### config.mk
export PLATFORM = sky130hd
export DESIGN_NAME = pmg_top
export DESIGN_NICKNAME = d
export VERILOG_FILES = /design/src/hdl/pmg_pkg.sv /design/src/hdl/pmg_if.sv /design/src/hdl/pmg_decode.sv /design/src/hdl/pmg_top.sv
export SDC_FILE = /design/constraint.sdc
export NUM_CORES = 1
export LEC_CHECK = 0
export BUFFER_PORTS_ARGS = -buffer_cell sky130_fd_sc_hd__buf_2
export CORE_UTILIZATION = 36
export CTS_CLUSTER_DIAMETER = 50
export CTS_CLUSTER_SIZE = 16
export DETAILED_ROUTE_END_ITERATION = 10
export GPL_ROUTABILITY_DRIVEN = 0
export PLACE_DENSITY = 0.72
export SYNTH_ARGS = -nofsm -noshare
export SYNTH_HDL_FRONTEND = slang
export SYNTH_HIERARCHICAL = 1
export SYNTH_SLANG_ARGS = --single-unit
### constraint.sdc
create_clock -name mclk -period 1.2 [get_ports mclk]
set_input_delay 0.24 -clock mclk [delete_from_list [all_inputs] [get_ports mclk]]
set_output_delay 0.24 -clock mclk [all_outputs]
set_load 0.1 [all_outputs]
### src/hdl/pmg_pkg.sv
// Package: modes, clock selects, register map of the mode gating block
package pmg_pkg;

  // Operating modes, Gray coded
  typedef enum logic [2:0] {
    PMG_ACT_HS   = 3'h0,
    PMG_ACT_MS   = 3'h1,
    PMG_SLP_HS   = 3'h3,
    PMG_SLP_MS   = 3'h2,
    PMG_SUBACT   = 3'h6,
    PMG_SUBSLP   = 3'h7,
    PMG_WATCH    = 3'h5,
    PMG_STANDBY  = 3'h4
  } pmg_mode_t;

  // Serial interface clock select
  localparam logic [1:0] PMG_SCI_SUB_DIV2   = 2'h3;
  // Display controller clock select
  localparam logic [1:0] PMG_LCD_SUB        = 2'h1;
  localparam logic [1:0] PMG_LCD_SUB_DIV2   = 2'h2;
  localparam logic [1:0] PMG_LCD_SUB_DIV4   = 2'h3;
  // Second timer clock select
  localparam logic [1:0] PMG_TMF_SUB_DIV4   = 2'h3;
  // Watchdog clock select
  localparam logic [1:0] PMG_WDOG_SUB_DIV32 = 2'h1;
  localparam logic [1:0] PMG_WDOG_OSC       = 2'h2;

  // Register byte offsets
  localparam logic [3:0] PMG_OFS_MODE       = 4'h0;
  localparam logic [3:0] PMG_OFS_SEL        = 4'h4;
  localparam logic [3:0] PMG_OFS_STAT       = 4'h8;
  localparam logic [3:0] PMG_OFS_EVCNT      = 4'hC;

  // Select register fields
  localparam int PMG_SEL_SCI_LSB  = 0;
  localparam int PMG_SEL_LCD_LSB  = 2;
  localparam int PMG_SEL_TMF_LSB  = 4;
  localparam int PMG_SEL_WDOG_LSB = 6;
  localparam int PMG_SEL_TBASE    = 8;
  localparam int PMG_SEL_OSCVAR   = 9;

  // Reset values
  localparam logic [2:0]  PMG_MODE_RST = 3'h0;
  localparam logic [9:0]  PMG_SEL_RST  = 10'h000;

  // AXI responses
  localparam logic [1:0] PMG_RESP_OKAY   = 2'h0;
  localparam logic [1:0] PMG_RESP_SLVERR = 2'h2;

endpackage

### src/hdl/pmg_if.sv
// Interface: gating decisions passed from the decoder to the top
`timescale 1ns/1ps
`default_nettype none
interface pmg_gate_if;
  logic main_osc_run;
  logic cpu_run;
  logic ports_hiz;
  logic sci_run;
  logic sci_reset;
  logic lcd_run;
  logic tma_run;
  logic tmf_run;
  logic wdog_run;
  logic pwm_adc_run;
  logic irq_block;
  logic aec_irq_block;
  modport dec (output main_osc_run, cpu_run, ports_hiz, sci_run, sci_reset,
               lcd_run, tma_run, tmf_run, wdog_run, pwm_adc_run, irq_block,
               aec_irq_block);
  modport top (input main_osc_run, cpu_run, ports_hiz, sci_run, sci_reset,
               lcd_run, tma_run, tmf_run, wdog_run, pwm_adc_run, irq_block,
               aec_irq_block);
endinterface
`default_nettype wire

### src/hdl/pmg_decode.sv
// Decoder: mode and clock selects to per-module gating levels
`timescale 1ns/1ps
`default_nettype none
module pmg_decode
  import pmg_pkg::*;
(
  input  wire pmg_mode_t mode,
  input  wire logic [9:0] sel,
  pmg_gate_if.dec        g
);
  logic       sub_mode;
  logic       low_mode;
  logic [1:0] sci_sel;
  logic [1:0] lcd_sel;
  logic [1:0] tmf_sel;
  logic [1:0] wdog_sel;

  // Field split
  assign sci_sel = sel[PMG_SEL_SCI_LSB +: 2];
  assign lcd_sel = sel[PMG_SEL_LCD_LSB +: 2];
  assign tmf_sel = sel[PMG_SEL_TMF_LSB +: 2];
  assign wdog_sel = sel[PMG_SEL_WDOG_LSB +: 2];

  // Subclock-only modes versus all low-power modes
  assign sub_mode = (mode == PMG_SUBACT) || (mode == PMG_SUBSLP);
  assign low_mode = sub_mode || (mode == PMG_WATCH) || (mode == PMG_STANDBY);

  // Gating decisions
  always_comb begin
    g.main_osc_run = !low_mode;
    g.cpu_run = (mode == PMG_ACT_HS) || (mode == PMG_ACT_MS)
                || (mode == PMG_SUBACT);
    g.ports_hiz = (mode == PMG_STANDBY);
    g.pwm_adc_run = !low_mode;
    g.sci_reset = (mode == PMG_WATCH) || (mode == PMG_STANDBY);
    g.sci_run = low_mode ? (sub_mode && sci_sel == PMG_SCI_SUB_DIV2)
                         : 1'b1;
    g.lcd_run = 1'b1;
    g.tma_run = 1'b1;
    g.tmf_run = 1'b1;
    if (sub_mode || mode == PMG_WATCH) begin
      g.lcd_run = (lcd_sel == PMG_LCD_SUB) || (lcd_sel == PMG_LCD_SUB_DIV2)
                  || (lcd_sel == PMG_LCD_SUB_DIV4);
      g.tma_run = sel[PMG_SEL_TBASE];
      g.tmf_run = (tmf_sel == PMG_TMF_SUB_DIV4);
    end else if (mode == PMG_STANDBY) begin
      g.lcd_run = 1'b0;
      g.tma_run = 1'b0;
      g.tmf_run = 1'b0;
    end
    // Watchdog: on-chip oscillator exists only on variant with it
    case (mode)
      PMG_SUBACT: g.wdog_run = (wdog_sel == PMG_WDOG_SUB_DIV32)
                    || (sel[PMG_SEL_OSCVAR]
                        && wdog_sel == PMG_WDOG_OSC);
      PMG_WATCH,
      PMG_SUBSLP: g.wdog_run = sel[PMG_SEL_OSCVAR]
                    && ((wdog_sel == PMG_WDOG_SUB_DIV32)
                    || (wdog_sel == PMG_WDOG_OSC));
      PMG_STANDBY: g.wdog_run = sel[PMG_SEL_OSCVAR]
                     && (wdog_sel == PMG_WDOG_OSC);
      default: g.wdog_run = 1'b1;
    endcase
    g.irq_block = (mode == PMG_WATCH) || (mode == PMG_STANDBY);
    g.aec_irq_block = g.irq_block;
  end
endmodule
`default_nettype wire

### src/hdl/pmg_top.sv
// Top: mode gating block with AXI4-Lite registers and irq gating
//
// The AXI4-Lite register port and the placing of the registers were left to the implementer.
`timescale 1ns/1ps
`default_nettype none
// Contract
// - In standby the port registers keep their value and outputs float.
// - Serial runs only on subclock/2 in sub modes, reset in watch/standby.
// - In watch/sub modes display runs on subclock, /2, /4 only, else holds.
// - First timer runs in watch/sub modes only as time base, else holds.
// - Watch and standby ignore the second irq line and the event irq line.
// - Watch and standby: the event counter counts but raises no interrupt.
// - Second timer runs in watch/sub modes only on subclock/4, else holds.
// - Subactive watchdog runs on subclock/32 or the on-chip oscillator.
// - Watch, subsleep, standby watchdog runs only on the oscillator variant.
module pmg_top
  import pmg_pkg::*;
(
  input  wire logic        mclk,
  input  wire logic        reset_n,
  // AXI4-Lite slave
  input  wire logic [3:0]  s_axi_awaddr,
  input  wire logic        s_axi_awvalid,
  output logic             s_axi_awready,
  input  wire logic [31:0] s_axi_wdata,
  input  wire logic [3:0]  s_axi_wstrb,
  input  wire logic        s_axi_wvalid,
  output logic             s_axi_wready,
  output logic [1:0]       s_axi_bresp,
  output logic             s_axi_bvalid,
  input  wire logic        s_axi_bready,
  input  wire logic [3:0]  s_axi_araddr,
  input  wire logic        s_axi_arvalid,
  output logic             s_axi_arready,
  output logic [31:0]      s_axi_rdata,
  output logic [1:0]       s_axi_rresp,
  output logic             s_axi_rvalid,
  input  wire logic        s_axi_rready,
  // Port data from port registers
  input  wire logic [7:0]  port_data_in,
  output logic [7:0]       port_out,
  output logic [7:0]       port_oe,
  // Raw interrupt events (same clock)
  input  wire logic        ext_irq_line_zero,
  input  wire logic        ext_irq_line_one,
  input  wire logic        event_counter_irq_line,
  input  wire logic [7:0]  wakeup_pins,
  input  wire logic        aec_event,
  // Gating outputs
  output logic             main_osc_run,
  output logic             sub_osc_run,
  output logic             cpu_run,
  output logic             serial_interface_run,
  output logic             serial_interface_reset,
  output logic             lcd_run,
  output logic             tma_run,
  output logic             tmf_run,
  output logic             watchdog_timer_run,
  output logic             pwm_adc_run,
  output logic             low_voltage_detector_run,
  output logic             aec_irq
);
  pmg_gate_if g ();
  pmg_mode_t  mode;
  logic [9:0] sel;
  logic [3:0] irq_flag;
  logic [7:0] evcnt;
  logic [7:0] port_hold;
  logic       aw_got;
  logic       w_got;
  logic [3:0] aw_addr;
  logic [31:0] w_data;
  logic [3:0]  w_strb;
  logic        wr_go;

  pmg_decode pmg_decode_i (
    .mode (mode),
    .sel  (sel),
    .g    (g)
  );

  ////////////////////////////////////////////////////////////////////////
  // AXI write channel, address and data taken in either order
  assign s_axi_awready = !aw_got && !s_axi_bvalid;
  assign s_axi_wready  = !w_got && !s_axi_bvalid;
  assign wr_go = aw_got && w_got;

  always_ff @(posedge mclk) begin
    if (!reset_n) begin
      aw_got <= 1'b0;
      w_got  <= 1'b0;
      aw_addr <= 4'h0;
      w_data  <= 32'h0;
      w_strb  <= 4'h0;
      s_axi_bvalid <= 1'b0;
      s_axi_bresp  <= PMG_RESP_OKAY;
    end else begin
      if (s_axi_awvalid && s_axi_awready) begin
        aw_got <= 1'b1;
        aw_addr <= s_axi_awaddr;
      end
      if (s_axi_wvalid && s_axi_wready) begin
        w_got <= 1'b1;
        w_data <= s_axi_wdata;
        w_strb <= s_axi_wstrb;
      end
      if (wr_go) begin
        aw_got <= 1'b0;
        w_got  <= 1'b0;
        s_axi_bvalid <= 1'b1;
        s_axi_bresp <= (aw_addr == PMG_OFS_MODE || aw_addr == PMG_OFS_SEL
                        || aw_addr == PMG_OFS_STAT) ? PMG_RESP_OKAY
                                                    : PMG_RESP_SLVERR;
      end else if (s_axi_bready) begin
        s_axi_bvalid <= 1'b0;
      end
    end
  end

  // Control registers; only byte lane 0 and 1 hold bits
  always_ff @(posedge mclk) begin
    if (!reset_n) begin
      mode <= pmg_mode_t'(PMG_MODE_RST);
      sel  <= PMG_SEL_RST;
    end else if (wr_go) begin
      if (aw_addr == PMG_OFS_MODE && w_strb[0])
        mode <= pmg_mode_t'(w_data[2:0]);
      if (aw_addr == PMG_OFS_SEL) begin
        if (w_strb[0])
          sel[7:0] <= w_data[7:0];
        if (w_strb[1])
          sel[9:8] <= w_data[9:8];
      end
    end
  end

  ////////////////////////////////////////////////////////////////////////
  // Interrupt request flags; a new request beats a software clear
  always_ff @(posedge mclk) begin
    if (!reset_n) begin
      irq_flag <= 4'h0;
    end else begin
      for (int i = 0; i < 4; i++) begin
        if (wr_go && aw_addr == PMG_OFS_STAT && w_strb[0] && w_data[i])
          irq_flag[i] <= 1'b0;
      end
      if (ext_irq_line_zero || |wakeup_pins)
        irq_flag[0] <= 1'b1;
      if (ext_irq_line_one && !g.irq_block)
        irq_flag[1] <= 1'b1;
      if (event_counter_irq_line && !g.irq_block)
        irq_flag[2] <= 1'b1;
      if (aec_event && evcnt == 8'hFF && !g.aec_irq_block)
        irq_flag[3] <= 1'b1;
    end
  end

  // Event counter keeps counting in every mode
  always_ff @(posedge mclk) begin
    if (!reset_n)
      evcnt <= 8'h00;
    else if (aec_event)
      evcnt <= evcnt + 8'h01;
  end
  assign aec_irq = irq_flag[3];

  ////////////////////////////////////////////////////////////////////////
  // Port drive; data register kept frozen while outputs float
  always_ff @(posedge mclk) begin
    if (!reset_n) begin
      port_hold <= 8'h00;
      port_out  <= 8'h00;
      port_oe   <= 8'h00;
    end else begin
      if (!g.ports_hiz)
        port_hold <= port_data_in;
      port_out <= g.ports_hiz ? 8'h00 : port_data_in;
      port_oe  <= g.ports_hiz ? 8'h00 : 8'hFF;
    end
  end

  // Registered gating levels
  always_ff @(posedge mclk) begin
    if (!reset_n) begin
      main_osc_run <= 1'b1;
      sub_osc_run  <= 1'b1;
      cpu_run      <= 1'b1;
      serial_interface_run   <= 1'b1;
      serial_interface_reset <= 1'b0;
      lcd_run      <= 1'b1;
      tma_run      <= 1'b1;
      tmf_run      <= 1'b1;
      watchdog_timer_run <= 1'b1;
      pwm_adc_run  <= 1'b1;
      low_voltage_detector_run <= 1'b1;
    end else begin
      main_osc_run <= g.main_osc_run;
      sub_osc_run  <= 1'b1;
      cpu_run      <= g.cpu_run;
      serial_interface_run   <= g.sci_run && !g.sci_reset;
      serial_interface_reset <= g.sci_reset;
      lcd_run      <= g.lcd_run;
      tma_run      <= g.tma_run;
      tmf_run      <= g.tmf_run;
      watchdog_timer_run <= g.wdog_run;
      pwm_adc_run  <= g.pwm_adc_run;
      low_voltage_detector_run <= 1'b1;
    end
  end

  ////////////////////////////////////////////////////////////////////////
  // AXI read channel
  assign s_axi_arready = !s_axi_rvalid;

  always_ff @(posedge mclk) begin
    if (!reset_n) begin
      s_axi_rvalid <= 1'b0;
      s_axi_rdata  <= 32'h0;
      s_axi_rresp  <= PMG_RESP_OKAY;
    end else if (s_axi_arvalid && s_axi_arready) begin
      s_axi_rvalid <= 1'b1;
      s_axi_rresp  <= PMG_RESP_OKAY;
      case (s_axi_araddr)
        PMG_OFS_MODE:  s_axi_rdata <= {29'h0, mode};
        PMG_OFS_SEL:   s_axi_rdata <= {22'h0, sel};
        PMG_OFS_STAT:  s_axi_rdata <= {20'h0, port_hold, irq_flag};
        PMG_OFS_EVCNT: s_axi_rdata <= {24'h0, evcnt};
        default: begin
          s_axi_rdata <= 32'h0;
          s_axi_rresp <= PMG_RESP_SLVERR;
        end
      endcase
    end else if (s_axi_rready) begin
      s_axi_rvalid <= 1'b0;
    end
  end
endmodule
`default_nettype wire

# Word-level counts from Yosys, hierarchy flattened
# Index checks and enable logic that the tools add are counted.
classes:
  n_addsub: 1
  eq_ne: 18
  mux: 22
  bitwise: 1
  reduce_logical: 57
ops:
  columns: ["operator", "n"]
  rows:
  - ["$pmux 12 s4", 1]
  - ["$logic_and 1x1->1", 21]
  - ["$mux 1", 17]
  - ["$logic_or 1x1->1", 13]
  - ["$eq 3x3->1 const B", 4]
  - ["$eq 4x4->1 const B", 3]
  - ["$reduce_bool 2->1", 6]
  - ["$eq 2x2->1 const B", 5]
  - ["$add 8x1->8 const B", 1]
  - ["$eq 4x3->1 const B", 2]
  - ["$eq 8x8->1 const B", 1]
  - ["$logic_not 4->1", 2]
  - ["$mux 8", 1]
  - ["$reduce_or 8->1", 1]
  - ["$logic_not 1->1", 6]
  - ["$reduce_and 3->1", 2]
  - ["$reduce_or 2->1", 3]
  - ["$eq 2x1->1 const B", 2]
  - ["$mux 2", 2]
  - ["$reduce_or 4->1", 1]
  - ["$eq 3x1->1 const B", 1]
  - ["$logic_not 3->1", 1]
  - ["$pmux 1 s3", 1]
  - ["$reduce_and 2->1", 1]
  - ["$not 1->1", 1]
totals:
  ff_bits: 113
  input_bits: 71
  output_inout_bits: 69
  word_cells: 128

# Depth between registers and ports, before layout
# Gate-level depths: netlist (run 1).
depth:
  word_depth: 6
  mapped_depth: 6
  ltp_nobuf: 6

# Cells and area by module
# The synthesis (run 1) kept the hierarchy.
by_module_without_submodules:
  columns: ["mod", "instances", "cells_each", "area_each_um2", "seq_area_each_um2"]
  rows:
  - ["pmg_top", 1, 389, 3616.0, 1701.6]
  - ["pmg_decode", 1, 26, 150.1, 0.0]

# Least setup slack after synthesis (run 1)
# No wires, ideal clock.
synth_timing:
  path_kind: "register to output"
  startpoint: "register s_axi_bvalid"
  endpoint: "output s_axi_awready"
  t_arrival_ps: 2107
  required_ps: 960
  path_slack_ps: -1147
  stages_incl_launch_ff: 2
  path_buffers: 0
  path_cell_list: "dfxtp_1 > nor2_1"
synth_via:
  elab_chain_len: 2
synth_rtl:
  columns: ["item", "line", "rtl"]
  rows:
  - ["start, declared", "pmg_top.sv:30", "output logic s_axi_bvalid,"]
  - ["start signal, assigned", "pmg_top.sv:95", "s_axi_bvalid <= 1'b0;"]
  - ["start signal, assigned", "pmg_top.sv:110", "s_axi_bvalid <= 1'b1;"]
  - ["start signal, assigned", "pmg_top.sv:115", "s_axi_bvalid <= 1'b0;"]
  - ["$logic_not 1->1", "pmg_top.sv:84", "assign s_axi_awready = !aw_got && !s_axi_bvalid;"]
  - ["$logic_and 1x1->1", "pmg_top.sv:84", null]
  - ["end, declared", "pmg_top.sv:24", "output logic s_axi_awready,"]
# Every way passes these cells.

# Worst setup path in the final report (run 1)
layout_timing:
  startpoint: "register aw_got"
  endpoint: "output s_axi_awready"
layout_via:
  elab_chain_len: 2
layout_rtl:
  columns: ["item", "line", "rtl"]
  rows:
  - ["start, declared", "pmg_top.sv:69", "logic aw_got;"]
  - ["start signal, assigned", "pmg_top.sv:90", "aw_got <= 1'b0;"]
  - ["start signal, assigned", "pmg_top.sv:99", "aw_got <= 1'b1;"]
  - ["start signal, assigned", "pmg_top.sv:108", "aw_got <= 1'b0;"]
  - ["$logic_not 1->1", "pmg_top.sv:84", null]
  - ["$logic_and 1x1->1", "pmg_top.sv:84", null]
# Every way passes these cells.

==> flow_summary.toml, run 1 <==
[outcome]
status = "finished with violations"
violations = "setup timing"

[synth]
syn_area_per_cell_um2 = 9.07
async_flop_share = 0
synthesis.area_mm2 = 0.00377
synth_edf_count = 0
ys.flop_type = "dfxtp_1"
synthTopCellsByArea = "dfxtp_1, buf_4, mux2i_1"
synth_warnings = 6
synth-seq-cells = 85
synthCells = 415
ys_types = 48
synth_top_area_share = 0.452
yosysTopAreaCell = "dfxtp_1"
synth.most_common_cell = "dfxtp_1"
synth_commonest_cells = "dfxtp_1, nand2_1, buf_4"
seq_area_frac_synth = 0.452

[place]
placedInstanceArea_mm2 = 0.00515
place_hpwl_um = 6920
portBuffers = 91

[drt]
vias = 3254
met2_length_um = 5010
dr.max_layer_used = "met4"
firstDrtPassIters = 4
drtIter0Drc = 121
drc = 0
wl_um = 9540
wl_per_cell_um = 14.1
wl_met3_um = 411
via_per_inst = 4.81
m1WireLength_um = 3880
antenna_left = 0

[critical_path]
crit_fanout = 2
path_buf_inv = 3
worstRegToRegCells = 5
r2r_slack_ns = -0.19
path_class = "register to output port"
cpMostUsedCell = "buf_6"
rr_endpoint = "sel[5]$_SDFFE_PN0P_"
critPathLaunchType = "register"
crit_chain = "buf_6 -> buf_6 -> nor2_4 -> buf_12"
crit_slowest_cell = "dfxtp_2"
max_stage_delay_ns = 0.33
crit_family = "buffers and inverters"
worstPathRequired_ns = 0.96
r2r_start = "aw_got$_SDFFE_PP0P_"
crit_arrival_ns = 1.20
critPathLaunch = "aw_got$_SDFFE_PP0P_"
crit_path_end_kind = "output port"

[clock_network]
clock_latency_ns = 0.36
h-tree-depth = 3
clk_pin_slew_ns = 0.09
clockBufferDepth = 2
root_buffer = "clkbuf_8"
numCtsBuffers = 9
cts.sinks = 85
cts-hold-fix-buffers = 0
cts_tree = "yes"

[min_path]
min_to = "port_out[2]$_SDFF_PP0_"
worstHoldPathCells = 2
hold_class = "primary input to register"
hold_path.startpoint = "port_data_in[2]"

[global_routing]
grt_util_all_layers = 0.173
grt_remaining_overflow = 0
grt_pass1_wl_um = 15000
grt_pass1_vias = 3167
antenna_found_initial = 0
grt_max_degree = 47

[cells_and_area]
diodes = 0
syn_to_final_growth_pct = 53.8
nNetsFinal = 612
drive_above_1_share = 0.459
final_design_area_no_fill_mm2 = 0.00579
fin_util = 0.582

[timing]
drv_slew = 0
period_share = 1.20
rsz0062_at_grt = "yes"
setup_viol = 45
tns_ns = -4.77
hold_viol_final = 0
period_minus_slack_ns = 1.44
postLayoutSetupSlackWorst_ns = -0.243
fin_worst_skew_ns = 0.0124
clock.fmax_mhz = 693

[floorplan]
dieHeight_um = 104
placeableCoreArea_mm2 = 0.00995
start_util = 0.378
pin_count = 140
die_area_mm2 = 0.0109
dieWidth_um = 104
floorplan.rows = 36

[run]
maxCapViolCount = 0

[power_and_ir_drop]
peakVddDrop_uv = 516
power_density_mw_per_mm2 = 1170
leakagePower_nw = 2.32
==> repair_timing <==
| item | in CTS | in global routing |
|---|---|---|
| gates cloned | 1 | 1 |
| buffers inserted | 11 | 6 |
| pin swaps | 12 | 27 |
| resized for setup | 27 | 56 |
| endpoints found under the setup margin | 67 | 82 |
==> logic make-up (layout without fill, tap and decap cells) <==
kind of cell             Yosys count  after routing  share of synthesized area
AO/OA/AOI/OAI                     68             68                      0.103
buffers and inverters             64            169                      0.108
AND/OR/NAND/NOR                  154            155                      0.220
other                              2             24                    0.00199
flip-flops                        85             85                      0.452
multiplexers                      35             35                     0.0957
adder cells (fa/ha/maj)            3              3                    0.00997
XOR/XNOR                           4              4                    0.00930
==> layout make-up <==
class,instances,area (um^2)
clock buffers,11,131
clock inverters,5,83.8
fillers,821,4160
inverters,8,33.8
multi-input cells,289,2010
flip-flops and latches,85,1750
well taps,133,166
repair buffers,145,1620
==> flip-flops by register name (all words and copies together), names as in the netlist, 2 cells and up <==
name         flops
evcnt            8
s_axi_rdata     12
sel             10
port_hold        8
w_data          10
mode             3
aw_addr          4
port_out         8
irq_flag         4
w_strb           2
==> layer usage <==
metal,global-route usage,vias to the layer above
li1,-,1602
met1,0.196,1550
met2,0.307,86
met3,0.0357,16
met4,0.0806,0
met5,0,-
==> power by group <==
group	leakage, nW	switching [W]	internal (W)
Combinational	1.51	0.00104	0.000517
Sequential	0.709	0.0000961	0.00291
Clock	0.100	0.00102	0.00118
Total	2.32	0.00216	0.00461
==> worst max-delay path by stage <==
stage	to	slack (ns)	cells past startpoint
5_1_grt	s_axi_awready	-0.28	4
3_3_place_gp	irq_flag[3]$_SDFFE_PN0P_	-0.08	4
4_1_cts	s_axi_awready	-0.25	4
6_report	s_axi_awready	-0.24	4
3_5_place_dp	port_out[5]$_SDFF_PP0_	-0.13	5
2_1_floorplan	s_axi_arready	-0.11	1
==> cell usage in the layout, fill, tap and decap left out, types with 3 or more instances in the layout <==
| cell type | synthesis | final |
|---|---|---|
| a21oi_1 | 32 | 22 |
| nand2_2 | 0 | 7 |
| and2_1 | 9 | 9 |
| nor2_1 | 26 | 23 |
| nand2_1 | 61 | 52 |
| o21ai_0 | 17 | 14 |
| and3b_1 | 4 | 4 |
| a22oi_1 | 11 | 10 |
| xor2_1 | 3 | 3 |
| clkinvlp_4 | 0 | 3 |
| mux2i_1 | 27 | 26 |
| buf_4 | 38 | 37 |
| buf_6 | 2 | 15 |
| nand3_1 | 9 | 9 |
| dfxtp_1 | 85 | 57 |
| a21oi_2 | 0 | 10 |
| nand4_1 | 3 | 3 |
| nor2b_1 | 5 | 5 |
| buf_12 | 0 | 47 |
| inv_1 | 8 | 4 |
| nor2_4 | 0 | 3 |
| mux2_2 | 8 | 8 |
| inv_2 | 0 | 3 |
| o21ai_1 | 1 | 4 |
| conb_1 | 2 | 24 |
| nand2b_1 | 13 | 11 |
| dfxtp_4 | 0 | 7 |
| clkbuf_8 | 0 | 9 |
| dfxtp_2 | 0 | 21 |
| buf_2 | 6 | 46 |
==> stage by stage <==
stage               hold WS (ns)  setup slack (ns)  instances  power (W)
floorplan                  0.362            -0.114        437    0.00412
global placement           0.447           -0.0848        641    0.00444
detailed placement         0.455            -0.130        641    0.00447
CTS                       0.0804            -0.246        669    0.00672
global route              0.0917            -0.281        676    0.00703
finish                    0.0906            -0.243        676    0.00677
Note: power is estimated with default switching activity, not from simulation.
==> run 2: changes to the inputs <==
--- a/config.mk
+++ b/config.mk
@@ -7,11 +7,12 @@
 export LEC_CHECK = 0
 export BUFFER_PORTS_ARGS = -buffer_cell sky130_fd_sc_hd__buf_2
 export CORE_UTILIZATION = 36
+export CTS_BUF_LIST = sky130_fd_sc_hd__clkbuf_2 sky130_fd_sc_hd__clkbuf_4 sky130_fd_sc_hd__clkbuf_8
 export CTS_CLUSTER_DIAMETER = 50
 export CTS_CLUSTER_SIZE = 16
 export DETAILED_ROUTE_END_ITERATION = 10
 export GPL_ROUTABILITY_DRIVEN = 0
-export PLACE_DENSITY = 0.72
+export PLACE_DENSITY_LB_ADDON = 0.2
 export SYNTH_ARGS = -nofsm -noshare
 export SYNTH_HDL_FRONTEND = slang
 export SYNTH_HIERARCHICAL = 1
==> run 2 against run 1 <==
Net effect: the flow still finishes with violations (setup timing); final cell count down 0.44%; maximum frequency up 5.6%; first-iteration DRC count up 19%; register-to-register slack better by 0.06 ns; setup slack better by 0.077 ns; worst hold slack better by 0.0081 ns; wire length down 3.7%; critical path depth down 1; sequential power about the same; final area down 1.4%; power down 0.26%; critical path type unchanged; critical endpoint is now s_axi_wready; highest routed layer unchanged.
==> flow_summary.toml, run 2 (synthesized netlist as in run 1, its figures left out) <==
[floorplan]
placeableCoreArea_mm2 = 0.00995
dieHeight_um = 104
start_util = 0.378
pin_count = 140
die_area_mm2 = 0.0109
dieWidth_um = 104
floorplan.rows = 36

[outcome]
violations = "setup timing"
status = "finished with violations"

[global_routing]
grt_pass1_wl_um = 14900
antenna_found_initial = 0
grt_util_all_layers = 0.172
grt_max_degree = 34
grt_pass1_vias = 2939
grt_remaining_overflow = 0

[timing]
clock.fmax_mhz = 732
postLayoutSetupSlackWorst_ns = -0.166
setup_viol = 39
period_minus_slack_ns = 1.37
fin_worst_skew_ns = 0.0110
rsz0062_at_grt = "yes"
period_share = 1.14
tns_ns = -3.28
hold_viol_final = 0
drv_slew = 0

[power_and_ir_drop]
peakVddDrop_uv = 856
power_density_mw_per_mm2 = 1180
p_seq_frac = 0.445
pwr-share-comb = 0.220
p_sw_w = 0.00218
p_int_w = 0.00457
switching_share = 0.323
clkPwrFrac = 0.335
leakagePower_nw = 2.31

[cells_and_area]
nNetsFinal = 609
fin_util = 0.574
final_common_cell = "nand2_1"
n_fill_cell = 843
diodes = 0
largest_reg_flops = 12
reg.largest.list = "s_axi_rdata x12, sel x10, w_data x10"
final_cell_mix = "nand2_1, dfxtp_1, buf_12, buf_2, buf_4"
regMostFlops = "s_axi_rdata"
syn_to_final_growth_pct = 51.7
drive_above_1_share = 0.439

[critical_path]
path_buf_inv = 2
crit_path_end_kind = "output port"
crit_family = "flip-flops"
crit_slowest_cell = "dfxtp_4"
crit_arrival_ns = 1.13
max_stage_delay_ns = 0.35
worstPathRequired_ns = 0.96
critPathLaunchType = "register"
r2r_slack_ns = -0.13
crit_chain = "buf_6 -> nor2_4 -> buf_12"
crit_fanout = 3
path_class = "register to output port"

[place]
place_hpwl_um = 6960
portBuffers = 91
post-place-ws_ns = -0.141

[drt]
wl_um = 9200
antenna_left = 0
wl_per_cell_um = 13.7
drc = 0
firstDrtPassIters = 4
via_per_inst = 4.69
vias = 3155
drtIter0Drc = 144

[run]
maxCapViolCount = 0

[min_path]
hold_class = "primary input to register"

[clock_network]
root_buffer = "clkbuf_8"
clockBufferDepth = 2
h-tree-depth = 3
cts.sinks = 85
clk_pin_slew_ns = 0.09
clock_latency_ns = 0.36
numCtsBuffers = 9
cts_tree = "yes"
run 2: cell count changes in the layout (fill, tap and decap cells not counted), sizes merged:
cell,change
buf,-3
clkbuf,-2
clkinvlp,-1
clkinv,+2
inv,+1
run 2: path summary, 6_finish.rpt:
| check | start | endpoint | depth (start not counted) |
|---|---|---|---|
| min | port_data_in[4] | port_out[4]$_SDFF_PP0_ | 2 |
| max reg2reg | aw_addr[1]$_SDFFE_PN0P_ | irq_flag[3]$_SDFFE_PN0P_ | 4 |
| max | s_axi_bvalid$_SDFFE_PN0P_ | s_axi_wready | 3 |
| min reg2reg | w_data[7]$_SDFFE_PN0P_ | sel[7]$_SDFFE_PN0P_ | 2 |
run 2: cell type report:
class	instances	area, um^2	share of cell area
Multi-Input combinational cell	289	1940	0.340
Sequential cell	85	1760	0.308
Timing Repair Buffer	142	1590	0.278
Tap cell	133	166	0.0291
Clock buffer	9	124	0.0217
Clock inverter	7	97.6	0.0171
Inverter	8	33.8	0.00591
run 2: power groups by stage:
stage | Combinational, W | Sequential, W | Clock (W)
6_report | 0.00149 | 0.00300 | 0.00226
5_1_grt | 0.00156 | 0.00301 | 0.00244
4_1_cts | 0.00146 | 0.00300 | 0.00230
3_5_place_dp | 0.00140 | 0.00308 | 0
3_3_place_gp | 0.00138 | 0.00307 | 0
2_1_floorplan | 0.000894 | 0.00323 | 0
run 2: timing repair:
action | in CTS | in global routing
setup buffers | 4 | 2
resized for setup | 31 | 39
pin swaps | 13 | 15
hold buffers | 0 | 0
setup endpoints to repair | 60 | 85
gates cloned | 1 | 1
run 2: routing by layer:
layer | global-route usage | share of wire | up-vias
met5 | 0 | 0 | -
met4 | 0.0827 | 0.024 | 0
met3 | 0.0294 | 0.034 | 19
met2 | 0.271 | 0.47 | 90
met1 | 0.226 | 0.47 | 1449
li1 | - | - | 1597
run 2: metrics by stage:
stage / cell area (um^2) / hold slack (ns) / power (W) / cells
after floorplan: 3950 / 0.362 / 0.00412 / 437
after global placement: 5220 / 0.448 / 0.00446 / 649
after detailed placement: 5220 / 0.454 / 0.00448 / 649
after CTS: 5590 / 0.0871 / 0.00676 / 670
after global routing: 5710 / 0.0975 / 0.00701 / 673
final: 5710 / 0.0987 / 0.00675 / 673
==> run 3: changes to the inputs <==
--- a/config.mk
+++ b/config.mk
@@ -12,8 +12,8 @@
 export CTS_CLUSTER_SIZE = 16
 export DETAILED_ROUTE_END_ITERATION = 10
 export GPL_ROUTABILITY_DRIVEN = 0
-export PLACE_DENSITY_LB_ADDON = 0.2
 export SYNTH_ARGS = -nofsm -noshare
 export SYNTH_HDL_FRONTEND = slang
 export SYNTH_HIERARCHICAL = 1
 export SYNTH_SLANG_ARGS = --single-unit
+export TNS_END_PERCENT = 5
==> constraint.sdc (replaced) <==
create_clock -name mclk -period 1.2 [get_ports mclk]
set_input_delay 0.24 -clock mclk [delete_from_list [all_inputs] [get_ports mclk]]
set_output_delay 0.24 -clock mclk [all_outputs]
set_load 0.02 [all_outputs]
==> run 3 against run 2 <==
Net effect: the flow still finishes with violations (setup timing); sequential cell count did not move; sequential share of layout area rose by 4.7 points; die area did not move; combinational power fell by 50%; clock skew barely moved; non-clock buffer count fell by 5; maximum frequency rose by 5.3%; global-route usage fell by 0.82 points; power fell by 13%; largest power group unchanged.
==> flow_summary.toml, run 3 (synthesized netlist as in run 1, its figures left out) <==
[clock_network]
cts_tree = "yes"
cts.sinks = 85
clock_latency_ns = 0.36
root_buffer = "clkbuf_8"
cts-hold-fix-buffers = 0
clockBufferDepth = 2
numCtsBuffers = 9
clk_pin_slew_ns = 0.08
h-tree-depth = 3

[global_routing]
grt_remaining_overflow = 0
grt_pass1_vias = 2842
grt_pass1_wl_um = 14100
grt_max_degree = 34
grt_util_all_layers = 0.164
antenna_found_initial = 0

[run]
maxCapViolCount = 0

[timing]
period_share = 1.08
period_minus_slack_ns = 1.30
setup_viol = 22
fin_worst_skew_ns = 0.0115
postLayoutSetupSlackWorst_ns = -0.0969
clock.fmax_mhz = 771
hold_viol_final = 0
rsz0062_at_grt = "yes"
drv_slew = 0

[min_path]
hold_class = "primary input to register"

[drt]
vias = 3106
wl_per_cell_um = 12.8
via_per_inst = 4.66
drc = 0
firstDrtPassIters = 5
drtIter0Drc = 130
antenna_left = 0
wl_um = 8530

[cells_and_area]
fin_util = 0.490
regMostFlops = "s_axi_rdata"
n_fill_cell = 944
reg.largest.list = "s_axi_rdata x12, sel x10, w_data x10"
multi_input_area_mm2 = 0.00187
largest_reg_flops = 12
drive_above_1_share = 0.393
nNetsFinal = 603
final_cell_mix = "buf_2, dfxtp_1, nand2_1, buf_4, a21oi_1"
syn_to_final_growth_pct = 29.6
seq_area_mm2 = 0.00173
diodes = 0
final_common_cell = "buf_2"
final_design_area_no_fill_mm2 = 0.00488

[floorplan]
dieHeight_um = 104
dieWidth_um = 104
floorplan.rows = 36
start_util = 0.378
die_area_mm2 = 0.0109
placeableCoreArea_mm2 = 0.00995
pin_count = 140

[power_and_ir_drop]
power_density_mw_per_mm2 = 1200
leakagePower_nw = 2.03
peakVddDrop_uv = 610

[critical_path]
crit_arrival_ns = 1.59
path_class = "register to register"
crit_path_end_kind = "register"
worstPathRequired_ns = 1.49
crit_fanout = 3
critPathLaunchType = "register"

[outcome]
violations = "setup timing"
status = "finished with violations"

[place]
place_hpwl_um = 6400
post-place-ws_ns = -0.171
placedInstanceArea_mm2 = 0.00449
portBuffers = 91
-- run 3: cell type report --
| cell class | count | share of cell area |
|---|---|---|
| well taps | 133 | 0.0341 |
| flip-flops and latches | 85 | 0.355 |
| clock buffers | 13 | 0.0341 |
| multi-input cells | 288 | 0.382 |
| repair buffers | 137 | 0.180 |
| clock inverters | 3 | 0.00897 |
| inverters | 8 | 0.00615 |
-- run 3: worst max-delay path, stage by stage (launching register included) --
cell and delay [ns]:
dfxtp_2 0.36, ha_4 0.15, nand3_4 0.09, or4b_4 0.51, a21oi_2 0.12
-- run 3: where the power goes --
part           internal [W]  switching, W
clock               0.00112       0.00102
combinational      0.000321      0.000420
sequential          0.00291     0.0000663
-- run 3: path summary, 6_finish.rpt --
| check | end | cells after the start | from | slack, ns |
|---|---|---|---|---|
| worst max-delay path | irq_flag[3]$_SDFFE_PN0P_ | 4 | evcnt[0]$_SDFFE_PN0P_ | -0.1 |
| worst min-delay path | port_out[0]$_SDFF_PP0_ | 2 | port_data_in[0] | 0.09 |
| worst max register to register | irq_flag[3]$_SDFFE_PN0P_ | 4 | evcnt[0]$_SDFFE_PN0P_ | -0.1 |
| worst min register to register | w_data[5]$_SDFFE_PN0P_ | 2 | w_data[5]$_SDFFE_PN0P_ | 0.46 |
-- run 3: stage by stage --
stage                     setup TNS, ns  hold slack [ns]  std cells  power [W]
after detailed placement          -2.43            0.450        650    0.00374
final                            -0.734           0.0906        667    0.00586
after floorplan                  -0.847            0.362        437    0.00354
after global routing              -2.39           0.0767        667    0.00613
after global placement            -1.76            0.446        650    0.00372
after CTS                         -1.14           0.0791        667    0.00590
-- run 3: timing repair --
| item | in CTS | in global routing |
|---|---|---|
| buffers inserted | 1 | 0 |
| gates cloned | 0 | 0 |
| setup endpoints to repair | 51 | 77 |
| resized for setup | 34 | 20 |
| pin swaps | 10 | 7 |
-- run 3: metal layers --
layer	vias up	global-route usage	part of all wire
met4	0	0.0684	0.015
met1	1423	0.215	0.47
met3	13	0.0426	0.042
met5	-	0	0
li1	1580	-	-
met2	90	0.252	0.47
